==> config.mk <==
export PLATFORM = sky130hd
export DESIGN_NAME = scsi_xfer_engine
export DESIGN_NICKNAME = d
export VERILOG_FILES = /design/src/rtl/scsi_xfer_engine.v
export VERILOG_INCLUDE_DIRS = /design/src /design/src/rtl
export SDC_FILE = /design/constraint.sdc
export NUM_CORES = 1
export LEC_CHECK = 0
export ABC_CLOCK_PERIOD_IN_PS = 4700
export BUFFER_PORTS_ARGS = -buffer_cell sky130_fd_sc_hd__buf_4
export CORE_MARGIN = 10
export CORE_UTILIZATION = 60
export CTS_CLUSTER_SIZE = 16
export DETAILED_ROUTE_END_ITERATION = 6
export HOLD_SLACK_MARGIN = 0.05
export MAX_ROUTING_LAYER = met4
export PLACE_DENSITY = 0.78
export SLEW_MARGIN = 20
export SYNTH_ARGS = -nofsm -noshare
export SYNTH_HDL_FRONTEND = slang
export SYNTH_SLANG_ARGS = --single-unit
==> constraint.sdc <==
create_clock -name sys_clk_in -period 4.7 [get_ports sys_clk_in]
set_input_delay 1.175 -clock sys_clk_in [delete_from_list [all_inputs] [get_ports sys_clk_in]]
set_output_delay 1.175 -clock sys_clk_in [all_outputs]
set_load 0.02 [all_outputs]
==> src/rtl/scsi_xfer_regs.vh <==
// Constants for the information transfer command engine
`ifndef SCSI_XFER_REGS_VH
`define SCSI_XFER_REGS_VH
// Register offsets
`define REG_CMD 4'h0
`define REG_DATA 4'h1
`define REG_CTRL 4'h2
`define REG_CNT0 4'h3
`define REG_CNT1 4'h4
`define REG_CNT2 4'h5
`define REG_AUX 4'h6
`define REG_INT 4'h7
`define REG_ROLE 4'h8
// Command codes (bits 4:0 of the command register)
`define CMD_NOP 5'h00
`define CMD_DISCONNECT 5'h04
`define CMD_PAUSE 5'h05
`define CMD_SET_ATN 5'h06
`define CMD_MSG_ACCEPTED 5'h07
`define CMD_CHIP_RESET 5'h01
`define CMD_RX_BASE 5'h08
`define CMD_TX_BASE 5'h0c
`define CMD_XFER_INFO 5'h14
`define CMD_XFER_PAD 5'h15
// Command register fields
`define CMD_SINGLE_BIT 7
`define CMD_DMA_BIT 6
// Control register fields
`define CTRL_PAR_EN_BIT 0
// Interrupt register bits
`define INT_DONE_BIT 0
`define INT_SERVICE_BIT 1
`define INT_DISC_BIT 2
`define INT_INVALID_BIT 3
// Auxiliary status bits
`define AUX_DHF_BIT 7
`define AUX_PERR_BIT 6
`define AUX_ZERO_BIT 5
// Roles
`define ROLE_IDLE 2'h0
`define ROLE_TARGET 2'h1
`define ROLE_INIT 2'h2
`endif

==> src/rtl/scsi_xfer_engine.v <==
// Information transfer command engine of a SCSI protocol controller
// What this block does
// - Receive commands are accepted only while connected as Target.
// - Without single-byte option the byte counter sets the transfer length.
// - Receive clears data-holding-full and drives phase lines in the same cycle.
// - Receive phases: command 010, data 000, msg out 011, info out 001.
// - Counter reaching zero gives done without parity error, service if ATN.
// - Parity error ends Receive; done with parity bit, service if ATN.
// - After Receive interrupt stay Target, REQ and ACK off, counter remains.
// - ATN before a Receive or Send starts: service only, command dropped.
// - Pause stops a transfer only while it waits to raise or see REQ; Disconnect aborts a stalled one.
// - Send is Target-only and clears data-holding-full.
// - Send phases: status 110, data 100, msg in 111, info in 101.
// - Send takes bytes from data register; done, service if ATN.
// - Transfer Info is Initiator-only, once per service interrupt.
// - Initiator raises service on REQ or phase change conditions.
// - Transfer Info clears data-holding-full, direction from stored I/O bit.
// - Count exhausted then REQ or phase change ends with service.
// - Early phase change ends with service, counter keeps remainder.
// - BSY drop during Transfer Info gives disconnected, role left.
// - Last Message In byte: done, ACK held until Message Accepted.
// - Input parity error asserts ATN before ACK release, no interrupt.
// - Device ATN holds until connection end or final message out byte.
// - Chip Reset or Disconnect forces disconnected state.
//
// The implementer's own choices: the register offsets and the address-and-strobe port.
`timescale 1ns/1ps
`include "scsi_xfer_regs.vh"

module scsi_xfer_engine #(
    parameter CNT_W = 24
) (
    input wire sys_clk_in,
    input wire nrst_in,
    input wire [3:0] addr_in,
    input wire [7:0] wdata_in,
    input wire wr_in,
    input wire rd_in,
    output reg [7:0] rdata_out,
    input wire [7:0] sdb_in,
    input wire sdb_par_in,
    output reg [7:0] sdb_out,
    output reg sdb_par_out,
    output reg sdb_oe_out,
    input wire req_in,
    input wire ack_in,
    input wire atn_in,
    input wire bsy_in,
    input wire io_in,
    input wire cd_in,
    input wire msg_in,
    output reg req_out,
    output reg ack_out,
    output reg atn_out,
    output reg io_out,
    output reg cd_out,
    output reg msg_out,
    output reg phase_oe_out,
    output reg dma_req_out
);
    // Engine states
    localparam ST_IDLE = 3'd0;
    localparam ST_T_REQ = 3'd1;
    localparam ST_T_WAIT = 3'd2;
    localparam ST_T_REL = 3'd3;
    localparam ST_I_WAIT = 3'd4;
    localparam ST_I_ACK = 3'd5;
    localparam ST_I_REL = 3'd6;
    localparam ST_I_HOLD = 3'd7;

    reg [2:0] st_r;
    reg [1:0] role_r;
    reg [7:0] cmd_r;
    reg [7:0] ctrl_r;
    reg [CNT_W-1:0] cnt_r;
    reg [7:0] data_r;
    reg dhf_r;
    reg perr_r;
    reg [3:0] int_r;
    reg atn_seen_r;
    reg svc_armed_r;
    reg [2:0] ph_r;
    reg last_r;
    reg dir_in_r;
    reg req_d_r;

    // Odd parity over a data byte
    function par_odd;
        input [7:0] b;
        begin
            par_odd = ~(^b);
        end
    endfunction

    wire [4:0] cmd_op = wdata_in[4:0];
    wire cmd_wr = wr_in && addr_in == `REG_CMD;
    wire single = cmd_r[`CMD_SINGLE_BIT];
    wire cnt_zero = (cnt_r == {CNT_W{1'b0}});
    wire cnt_one = (cnt_r == {{(CNT_W-1){1'b0}}, 1'b1});
    wire rx_cmd = cmd_op[4:2] == `CMD_RX_BASE >> 2;
    wire tx_cmd = cmd_op[4:2] == `CMD_TX_BASE >> 2;
    wire data_wr = wr_in && addr_in == `REG_DATA;
    wire data_rd = rd_in && addr_in == `REG_DATA;
    wire [2:0] bus_ph = {io_in, cd_in, msg_in};
    wire par_ok = (par_odd(sdb_in) == sdb_par_in) || !ctrl_r[`CTRL_PAR_EN_BIT];

    // Read data, one cycle after the strobe
    always @(posedge sys_clk_in) begin
        if (!nrst_in) begin
            rdata_out <= 8'h00;
        end else if (rd_in) begin
            case (addr_in)
                `REG_CMD: rdata_out <= cmd_r;
                `REG_DATA: rdata_out <= data_r;
                `REG_CTRL: rdata_out <= ctrl_r;
                `REG_CNT0: rdata_out <= cnt_r[7:0];
                `REG_CNT1: rdata_out <= cnt_r[15:8];
                `REG_CNT2: rdata_out <= cnt_r[23:16];
                `REG_AUX: rdata_out <= {dhf_r, perr_r, cnt_zero, 2'b00, ph_r};
                `REG_INT: rdata_out <= {4'h0, int_r};
                `REG_ROLE: rdata_out <= {6'h00, role_r};
                default: rdata_out <= 8'h00;
            endcase
        end else begin
            rdata_out <= 8'h00;
        end
    end

    // Main sequencer, registers and bus signals
    always @(posedge sys_clk_in) begin
        if (!nrst_in) begin
            st_r <= ST_IDLE;
            role_r <= `ROLE_IDLE;
            cmd_r <= 8'h00;
            ctrl_r <= 8'h00;
            cnt_r <= {CNT_W{1'b0}};
            data_r <= 8'h00;
            dhf_r <= 1'b0;
            perr_r <= 1'b0;
            int_r <= 4'h0;
            atn_seen_r <= 1'b0;
            svc_armed_r <= 1'b0;
            ph_r <= 3'd0;
            last_r <= 1'b0;
            dir_in_r <= 1'b0;
            req_d_r <= 1'b0;
            sdb_out <= 8'h00;
            sdb_par_out <= 1'b0;
            sdb_oe_out <= 1'b0;
            req_out <= 1'b0;
            ack_out <= 1'b0;
            atn_out <= 1'b0;
            io_out <= 1'b0;
            cd_out <= 1'b0;
            msg_out <= 1'b0;
            phase_oe_out <= 1'b0;
            dma_req_out <= 1'b0;
        end else begin
            req_d_r <= req_in;
            if (role_r == `ROLE_TARGET && atn_in && st_r != ST_IDLE)
                atn_seen_r <= 1'b1;
            // Register writes; interrupt read clears the register
            if (wr_in && addr_in == `REG_CTRL)
                ctrl_r <= wdata_in;
            if (wr_in && addr_in == `REG_ROLE)
                role_r <= wdata_in[1:0];
            if (wr_in && addr_in == `REG_CNT0)
                cnt_r[7:0] <= wdata_in;
            if (wr_in && addr_in == `REG_CNT1)
                cnt_r[15:8] <= wdata_in;
            if (wr_in && addr_in == `REG_CNT2)
                cnt_r[23:16] <= wdata_in;
            if (data_wr) begin
                data_r <= wdata_in;
                dhf_r <= 1'b1;
            end
            if (data_rd)
                dhf_r <= 1'b0;
            if (rd_in && addr_in == `REG_INT)
                int_r <= 4'h0;
            if (role_r == `ROLE_INIT && st_r == ST_IDLE && !svc_armed_r &&
                    ((req_in && !req_d_r) || bus_ph != ph_r)) begin
                int_r[`INT_SERVICE_BIT] <= 1'b1;
                svc_armed_r <= 1'b1;
                ph_r <= bus_ph;
            end
            dma_req_out <= 1'b0;
            if (cmd_wr) begin
                cmd_r <= wdata_in;
                case (cmd_op)
                    `CMD_DISCONNECT, `CMD_CHIP_RESET: begin
                        st_r <= ST_IDLE;
                        role_r <= `ROLE_IDLE;
                        req_out <= 1'b0;
                        ack_out <= 1'b0;
                        atn_out <= 1'b0;
                        sdb_oe_out <= 1'b0;
                        phase_oe_out <= 1'b0;
                    end
                    `CMD_PAUSE: begin
                        if (st_r == ST_T_REQ || st_r == ST_I_WAIT) begin
                            st_r <= ST_IDLE;
                            req_out <= 1'b0;
                            sdb_oe_out <= 1'b0;
                        end
                    end
                    `CMD_SET_ATN: begin
                        if (role_r == `ROLE_INIT)
                            atn_out <= 1'b1;
                    end
                    `CMD_MSG_ACCEPTED: begin
                        if (st_r == ST_I_HOLD) begin
                            ack_out <= 1'b0;
                            st_r <= ST_IDLE;
                        end
                    end
                    default: begin
                        if ((rx_cmd || tx_cmd) && role_r == `ROLE_TARGET && st_r == ST_IDLE)
                            begin
                            dhf_r <= 1'b0;
                            perr_r <= 1'b0;
                            if (atn_in) begin
                                int_r[`INT_SERVICE_BIT] <= 1'b1;
                            end else begin
                                io_out <= tx_cmd;
                                cd_out <= ~cmd_op[1];
                                msg_out <= cmd_op[0];
                                phase_oe_out <= 1'b1;
                                atn_seen_r <= 1'b0;
                                last_r <= wdata_in[`CMD_SINGLE_BIT];
                                st_r <= ST_T_REQ;
                            end
                        end else if ((cmd_op == `CMD_XFER_INFO || cmd_op == `CMD_XFER_PAD) &&
                                role_r == `ROLE_INIT && svc_armed_r && st_r == ST_IDLE) begin
                            // one per service; clear and direction
                            svc_armed_r <= 1'b0;
                            dhf_r <= 1'b0;
                            perr_r <= 1'b0;
                            dir_in_r <= ph_r[2];
                            last_r <= 1'b0;
                            st_r <= ST_I_WAIT;
                        end else if (cmd_op != `CMD_NOP) begin
                            int_r[`INT_INVALID_BIT] <= 1'b1;
                        end
                    end
                endcase
            end else begin
                case (st_r)
                    ST_IDLE: begin
                        sdb_oe_out <= 1'b0;
                    end
                    // Target: wait for data (Send) or an empty data register (Receive), then assert REQ
                    ST_T_REQ: begin
                        dma_req_out <= cmd_r[`CMD_DMA_BIT] && io_out && !dhf_r;
                        if (!io_out && !dhf_r) begin
                            req_out <= 1'b1;
                            st_r <= ST_T_WAIT;
                        end else if (io_out && dhf_r) begin
                            sdb_out <= data_r;
                            sdb_par_out <= par_odd(data_r);
                            sdb_oe_out <= 1'b1;
                            dhf_r <= data_wr;
                            req_out <= 1'b1;
                            st_r <= ST_T_WAIT;
                        end
                    end
                    ST_T_WAIT: begin
                        if (ack_in) begin
                            req_out <= 1'b0;
                            if (!io_out) begin
                                data_r <= sdb_in;
                                dhf_r <= 1'b1;
                                dma_req_out <= cmd_r[`CMD_DMA_BIT];
                                if (!par_ok)
                                    perr_r <= 1'b1;
                            end
                            if (!single)
                                cnt_r <= cnt_r - {{(CNT_W-1){1'b0}}, 1'b1};
                            st_r <= ST_T_REL;
                        end
                    end
                    // end with REQ and ACK off
                    ST_T_REL: begin
                        if (!ack_in && (io_out || !dhf_r)) begin // Last byte read first
                            sdb_oe_out <= 1'b0;
                            if (single || cnt_zero || perr_r) begin
                                int_r[`INT_DONE_BIT] <= 1'b1;
                                int_r[`INT_SERVICE_BIT] <= atn_seen_r || atn_in;
                                st_r <= ST_IDLE;
                            end else begin
                                st_r <= ST_T_REQ;
                            end
                        end
                    end
                    // Initiator: wait for REQ, watch phase and BSY
                    ST_I_WAIT: begin
                        dma_req_out <= cmd_r[`CMD_DMA_BIT] && !dir_in_r && !dhf_r;
                        if (!bsy_in) begin
                            int_r[`INT_DISC_BIT] <= 1'b1;
                            role_r <= `ROLE_IDLE;
                            atn_out <= 1'b0;
                            st_r <= ST_IDLE;
                        end else if (bus_ph != ph_r || (req_in && (last_r || cnt_zero))) begin
                            int_r[`INT_SERVICE_BIT] <= 1'b1;
                            svc_armed_r <= 1'b1;
                            ph_r <= bus_ph;
                            st_r <= ST_IDLE;
                        end else if (req_in && (dir_in_r || dhf_r)) begin
                            if (dir_in_r) begin
                                data_r <= sdb_in;
                                dhf_r <= 1'b1;
                                if (!par_ok) begin
                                    perr_r <= 1'b1;
                                    atn_out <= 1'b1;
                                end
                            end else begin
                                sdb_out <= data_r;
                                sdb_par_out <= par_odd(data_r);
                                sdb_oe_out <= 1'b1;
                                dhf_r <= data_wr;
                                // drop ATN before final message byte
                                if (ph_r[1:0] == 2'b11 && (single || cnt_one))
                                    atn_out <= 1'b0;
                            end
                            st_r <= ST_I_ACK;
                        end
                    end
                    ST_I_ACK: begin
                        ack_out <= 1'b1;
                        if (!single)
                            cnt_r <= cnt_r - {{(CNT_W-1){1'b0}}, 1'b1};
                        last_r <= single;
                        st_r <= ST_I_REL;
                    end
                    // last message in byte keeps ACK
                    ST_I_REL: begin
                        if (ph_r == 3'b111 && (single || cnt_zero)) begin
                            int_r[`INT_DONE_BIT] <= 1'b1;
                            st_r <= ST_I_HOLD;
                        end else if (!req_in) begin
                            ack_out <= 1'b0;
                            sdb_oe_out <= 1'b0;
                            st_r <= ST_I_WAIT;
                        end
                    end
                    ST_I_HOLD: begin
                        sdb_oe_out <= 1'b0;
                    end
                    default: st_r <= ST_IDLE;
                endcase
            end
        end
    end
endmodule // scsi_xfer_engine

==> impl_metrics.csv, run 1 <==
group,metric,value,unit
sta,slew_headroom,0.3304,
sta,finalSetupTns,0,ns
placement,gp_congestion,1.065,
die,die_area,14330,µm²
clock_tree,cts.sinks,93,
die,die_w,119.7,µm
power_and_ir_drop,p_leak,2.498,nW
clock_tree,cts_resized,0,
drt,drc_errors,0,
sta,slew_viol_final,0,
logic_synthesis,synth_seq_area_share,0.3120,
clock_tree,clkLatencyLatePin,0.39,ns
worst_setup_path,r2r_start,"st_r[0]$_SDFFE_PN0P_",
power_and_ir_drop,ir_drop,362.8,µV
logic_synthesis,synth-edff-count,0,
die,rows,36,
layout,antenna_cells,0,
sta,whs,0.4593,ns
power_and_ir_drop,powerDensity,541.0,nW/µm²
grt,grt_first_pass_wirelength,32100,µm
grt,track_usage,0.2832,
clock_tree,hold_buffers,0,
clock_tree,clk_transition_reported_paths,0.10,ns
layout,drive_above_1_share,0.1489,
worst_setup_path,cp_max_fo,26,
sta,fin_crit_sh,0.6960,
min_path,hp-class,"flop to flop",
worst_setup_path,endpoint,"cnt_r[5]$_SDFF_PN0_",
drt,drt_first_pass_iters,6,
logic_synthesis,synth_cell_types,88,
drt,routed_via_density,6.811,
worst_setup_path,end_kind,"flop",
worst_setup_path,worstRegToRegCells,7,
drt,drtIter0Drc,940,
grt,grt_overflow_total,0,
die,initial_core_util,0.6133,
logic_synthesis,synthCells,751,
logic_synthesis,ys.flop_type,"dfxtp_1",
logic_synthesis,yosysWarnings,0,
layout,final_nets,811,
worst_setup_path,startpoint_type,"input pin",
worst_setup_path,arrival,3.52,ns
sta,fin_worst_skew,0.01486,ns
worst_setup_path,cp.required,4.94,ns
worst_setup_path,crit_type,"input pin to flop",
sta,worst_slack,1.429,ns
worst_setup_path,rrSetupSlack,1.68,ns
outcome,outcome,"complete, no violations",
grt,first_global_vias,5947,
sta,fmax,0.3057,GHz
logic_synthesis,synth_area_per_cell,7.945,µm²
sta,setup-violations-final,0,
logic_synthesis,synth_area,5967,µm²
drt,wl_per_cell,22.27,µm
run,cap_violations,0,
clock_tree,cts_buffer_depth,2,
die,coreArea,9729,µm²
drt,via_count,6212,
logic_synthesis,yosys_register_bits,93,
placement,io_buffers,57,
drt,wirelength,20310,µm
placement,dp_slack,1.099,ns
sta,worst_pin_slew,1.004,ns
logic_synthesis,synthArstFlopShare,0,
clock_tree,htree_levels,3,
worst_setup_path,reg2reg_to,"cnt_r[5]$_SDFF_PN0_",
clock_tree,postCtsSetupBuffers,0,
sta,hold_violations,0,
sta,grt_setup_unrepaired,"false",
placement,dp_hpwl,14700,µm
drt,ant_nets,0,
layout,syn_to_final_growth,10.19,%
worst_setup_path,crit_start,"addr_in[1]",
grt,grt_max_degree,55,
clock_tree,cts_root_buffer,"clkbuf_8",
logic_synthesis,synthesis.nets,788,
sta,min_period,3.271,ns
die,ioPinCount,58,
clock_tree,cts_tree,"yes",
clock_tree,cts_buffers,9,
die,die_h,119.7,µm
grt,grt_antenna_before_repair,0,
[worst min path at each step]
stage               depth (start not counted)  slack [ns]                        to                startpoint
finish                                      2        0.46  sdb_par_out$_SDFFE_PN0P_  sdb_par_out$_SDFFE_PN0P_
global route                                2        0.48   sdb_out[1]$_SDFFE_PN0P_   sdb_out[1]$_SDFFE_PN0P_
CTS                                         2        0.46  sdb_par_out$_SDFFE_PN0P_  sdb_par_out$_SDFFE_PN0P_
detailed placement                          2        0.45  sdb_par_out$_SDFFE_PN0P_  sdb_par_out$_SDFFE_PN0P_
global placement                            2        0.44   sdb_out[3]$_SDFFE_PN0P_   sdb_out[3]$_SDFFE_PN0P_
floorplan                                   2        0.43     cmd_r[5]$_SDFFE_PN0P_     cmd_r[5]$_SDFFE_PN0P_
[per-stage QoR]
stage / cell area [µm²] / total power [W] / instances / util
2_1_floorplan: 5967 / 0.002448 / 751 / -
3_3_place_gp: 6377 / 0.002910 / 896 / 0.6555
3_5_place_dp: 6377 / 0.002928 / 896 / 0.6555
4_1_cts: 6575 / 0.003483 / 912 / 0.6758
5_1_grt: 6575 / 0.003763 / 912 / 0.6758
6_report: 6575 / 0.003557 / 912 / 0.6758
[cell families (layout without fill, tap and decap cells)]
| kind of cell | after synthesis | count (layout) | synth area share |
|---|---|---|---|
| simple gates | 307 | 307 | 0.2648 |
| compound gates | 213 | 213 | 0.2447 |
| flops | 93 | 93 | 0.3120 |
| buf+inv | 63 | 91 | 0.04529 |
| mux | 51 | 51 | 0.09247 |
| xor+xnor | 19 | 19 | 0.03019 |
| fa+ha+maj | 5 | 5 | 0.01048 |
[critical path, stage by stage]
cell	delay [ns]
buf_4	0.21
nor2_1	0.58
a2bb2oi_1	0.27
nand2_1	0.43
buf_4	0.29
o21ai_0	0.11
a222oi_1	0.36
nor2_1	0.08
[flip-flops by register name (all words and copies together) (netlist names), 2 cells and up]
name	count
st_r	3
ctrl_r	8
cnt_r	24
data_r	8
sdb_out	8
cmd_r	8
rdata_out	8
int_r	4
role_r	2
ph_r	3
[cell usage in the layout, fill, tap and decap left out, types with 4 or more instances in the layout]
master,instances
a22o_1,8
nor2_1,78
nor3b_1,6
a221oi_1,8
o21a_1,7
and2_1,5
nand2_1,91
nand2b_1,9
a31oi_1,11
xnor2_1,12
o2bb2ai_1,9
buf_4,62
a211oi_1,9
nor2_2,4
nor4_1,9
inv_1,12
and3_1,6
nor2b_1,12
a21oi_1,61
ha_1,5
clkbuf_8,9
dfxtp_1,93
o211ai_1,5
nor3_1,21
nand4_1,9
a22oi_1,6
a311oi_1,6
mux2i_1,45
nand3_1,23
o21ai_0,35
xor2_1,6
[layout make-up]
| cell class | instances | area, µm² |
|---|---|---|
| clock buffers | 10 | 127.6 |
| repair buffers | 62 | 465.4 |
| flip-flops and latches | 93 | 1862 |
| well taps | 133 | 166.4 |
| clock inverters | 6 | 70.07 |
| fillers | 900 | 3154 |
| multi-input cells | 595 | 3835 |
| inverters | 13 | 48.80 |
[Yosys cell counts (4+ instances only)]
master | n | share of area
inv_1 | 12 | 0.0075
nor3_1 | 21 | 0.018
nor2_2 | 4 | 0.0042
a22o_1 | 8 | 0.012
nand4_1 | 9 | 0.0094
o211ai_1 | 5 | 0.0063
a31oi_1 | 11 | 0.012
o2bb2ai_1 | 9 | 0.013
a22oi_1 | 6 | 0.0075
nand2b_1 | 9 | 0.0094
ha_1 | 5 | 0.010
a311oi_1 | 6 | 0.0088
nor3b_1 | 6 | 0.0075
buf_2 | 18 | 0.015
a211oi_1 | 9 | 0.011
nor2_1 | 78 | 0.049
nand3_1 | 23 | 0.019
nand2_1 | 91 | 0.057
o21ai_0 | 35 | 0.029
o21a_1 | 7 | 0.0088
mux2i_1 | 45 | 0.075
and3_1 | 6 | 0.0063
a221oi_1 | 8 | 0.012
clkbuf_1 | 27 | 0.017
and2_1 | 5 | 0.0052
nor2b_1 | 12 | 0.013
dfxtp_1 | 93 | 0.31
xor2_1 | 6 | 0.0088
nor4_1 | 9 | 0.0094
a21oi_1 | 61 | 0.051
xnor2_1 | 12 | 0.018
[routing by layer]
layer	track usage	vias to the layer above	share of wire
met5	-	-	0
met4	0.09351	0	0.031
met3	0.07782	62	0.12
met2	0.4178	369	0.43
met1	0.3674	2970	0.42
li1	-	2811	-
[report_power, final]
| group | switching, W | leakage [nW] | internal (W) |
|---|---|---|---|
| registers | 0.000275 | 0.754 | 0.000926 |
| logic | 0.00112 | 1.65 | 0.000675 |
| clock network | 0.000314 | 0.0895 | 0.000250 |
(Power assumes the default switching activity.)
==> run 2, diff against run 1 <==
--- a/config.mk
+++ b/config.mk
@@ -6,7 +6,7 @@
 export SDC_FILE = /design/constraint.sdc
 export NUM_CORES = 1
 export LEC_CHECK = 0
-export ABC_CLOCK_PERIOD_IN_PS = 4700
+export ABC_CLOCK_PERIOD_IN_PS = 3300
 export BUFFER_PORTS_ARGS = -buffer_cell sky130_fd_sc_hd__buf_4
 export CORE_MARGIN = 10
 export CORE_UTILIZATION = 60
==> constraint.sdc (replaced) <==
create_clock -name sys_clk_in -period 3.3 [get_ports sys_clk_in]
set_input_delay 0.825 -clock sys_clk_in [delete_from_list [all_inputs] [get_ports sys_clk_in]]
set_output_delay 0.825 -clock sys_clk_in [all_outputs]
set_load 0.02 [all_outputs]
==> impl_metrics.csv, run 2 (synthesized netlist as in run 1, its figures left out) <==
group,metric,value,unit
grt,track_usage,0.2919,
die,coreArea,9729,µm²
power_and_ir_drop,ir_drop,556.1,µV
sta,fmax,0.3783,GHz
clock_tree,cts_resized,0,
drt,ant_nets,0,
drt,via_count,6255,
sta,finalSetupTns,0,ns
worst_setup_path,startpoint_type,"flop",
placement,io_buffers,57,
placement,gp_congestion,1.056,
grt,grt_first_pass_wirelength,32970,µm
min_path,worstHoldPathCells,2,
die,die_area,14330,µm²
sta,worst_pin_slew,0.9808,ns
die,rows,36,
placement,dp_hpwl,15270,µm
layout,final_cells,928,
layout,final_nets,827,
clock_tree,cts_buffer_depth,2,
worst_setup_path,cp.required,3.55,ns
grt,grt_overflow_total,0,
drt,drtIter0Drc,897,
worst_setup_path,end_kind,"flop",
sta,worst_slack,0.6564,ns
clock_tree,clk_transition_reported_paths,0.10,ns
layout,layout_commonest_cell,"dfxtp_1",
sta,hold_violations,0,
grt,grt_max_degree,38,
drt,drt_first_pass_iters,7,
worst_setup_path,worstRegToRegCells,7,
min_path,hp-class,"flop to flop",
die,die_h,119.7,µm
placement,dp_slack,0.3595,ns
layout,regArea,1862,µm²
layout,multi_input_area,3835,µm²
clock_tree,postCtsSetupBuffers,0,
grt,grt_antenna_before_repair,0,
clock_tree,cts_root_buffer,"clkbuf_8",
die,initial_core_util,0.6133,
sta,slew_headroom,0.3411,
drt,wirelength,20620,µm
outcome,outcome,"complete, no violations",
power_and_ir_drop,powerDensity,769.2,nW/µm²
layout,regMostFlops,"cnt_r",
layout,antenna_cells,0,
sta,grt_setup_unrepaired,"false",
clock_tree,clkLatencyLatePin,0.38,ns
layout,final_cell_mix,"93 x dfxtp_1, 91 x nand2_1, 78 x nor2_1, 78 x buf_4, 61 x a21oi_1",
power_and_ir_drop,p_leak,2.596,nW
layout,fillCellCount,856,
sta,min_period,2.644,ns
worst_setup_path,crit_type,"flop to flop",
layout,largest_register_ff_count,24,
sta,fin_crit_sh,0.8011,
sta,fin_worst_skew,0.01028,ns
clock_tree,htree_levels,3,
sta,setup-violations-final,0,
drt,wl_per_cell,22.22,µm
worst_setup_path,arrival,2.90,ns
clock_tree,cts_tree,"yes",
drt,routed_via_density,6.740,
die,ioPinCount,58,
drt,drc_errors,0,
layout,drive_above_1_share,0.1673,
die,die_w,119.7,µm
worst_setup_path,cp_max_fo,19,
clock_tree,hold_buffers,0,
run,cap_violations,0,
clock_tree,cts_buffers,9,
power_and_ir_drop,p_total,0.005159,W
clock_tree,cts.sinks,93,
sta,slew_viol_final,0,
grt,first_global_vias,6009,
placement,dp_cells,912,
layout,syn_to_final_growth,12.39,%
==> run 2: power by group <==
group          internal [W]  switching [W]
sequential          0.00132       0.000357
combinational      0.000997        0.00165
clock              0.000394       0.000437
==> run 2: final cells by class <==
class	instances	share of cell area
Inverter	13	0.007276
Clock inverter	5	0.008582
Sequential cell	93	0.2776
Timing Repair Buffer	78	0.08731
Clock buffer	11	0.02257
Tap cell	133	0.02481
Multi-Input combinational cell	595	0.5718
==> run 2: path summary, 6_finish.rpt <==
kind / startpoint / end / slack [ns]
setup / recovery: st_r[1]$_SDFFE_PN0P_ / cnt_r[3]$_SDFF_PN0_ / 0.66
hold / removal: cmd_r[3]$_SDFFE_PN0P_ / cmd_r[3]$_SDFFE_PN0P_ / 0.46
setup reg to reg: st_r[1]$_SDFFE_PN0P_ / cnt_r[3]$_SDFF_PN0_ / 0.66
hold reg to reg: cmd_r[3]$_SDFFE_PN0P_ / cmd_r[3]$_SDFFE_PN0P_ / 0.46
==> run 2: routing by layer <==
layer / GRT usage / routed length, µm
met5: - / 0
met4: 0.09879 / 548
met3: 0.06235 / 2511
met2: 0.4316 / 8999
met1: 0.3875 / 8560
==> run 2: through the flow <==
stage	instance area, µm²	hold WS [ns]	utilization
global placement	6497	0.4438	0.6678
finish	6706	0.4643	0.6893
floorplan	5967	0.4334	-
global route	6706	0.4785	0.6893
CTS	6706	0.4643	0.6893
detailed placement	6497	0.4491	0.6678
==> run 2: worst max-delay path, cell delays in order (launching register included) <==
cell and delay, ns:
dfxtp_1 0.42, buf_4 0.25, and3b_1 0.34, o2bb2ai_1 0.23, o21ai_0 0.60, o21ai_0 0.27, a221oi_1 0.34, nor2_1 0.06
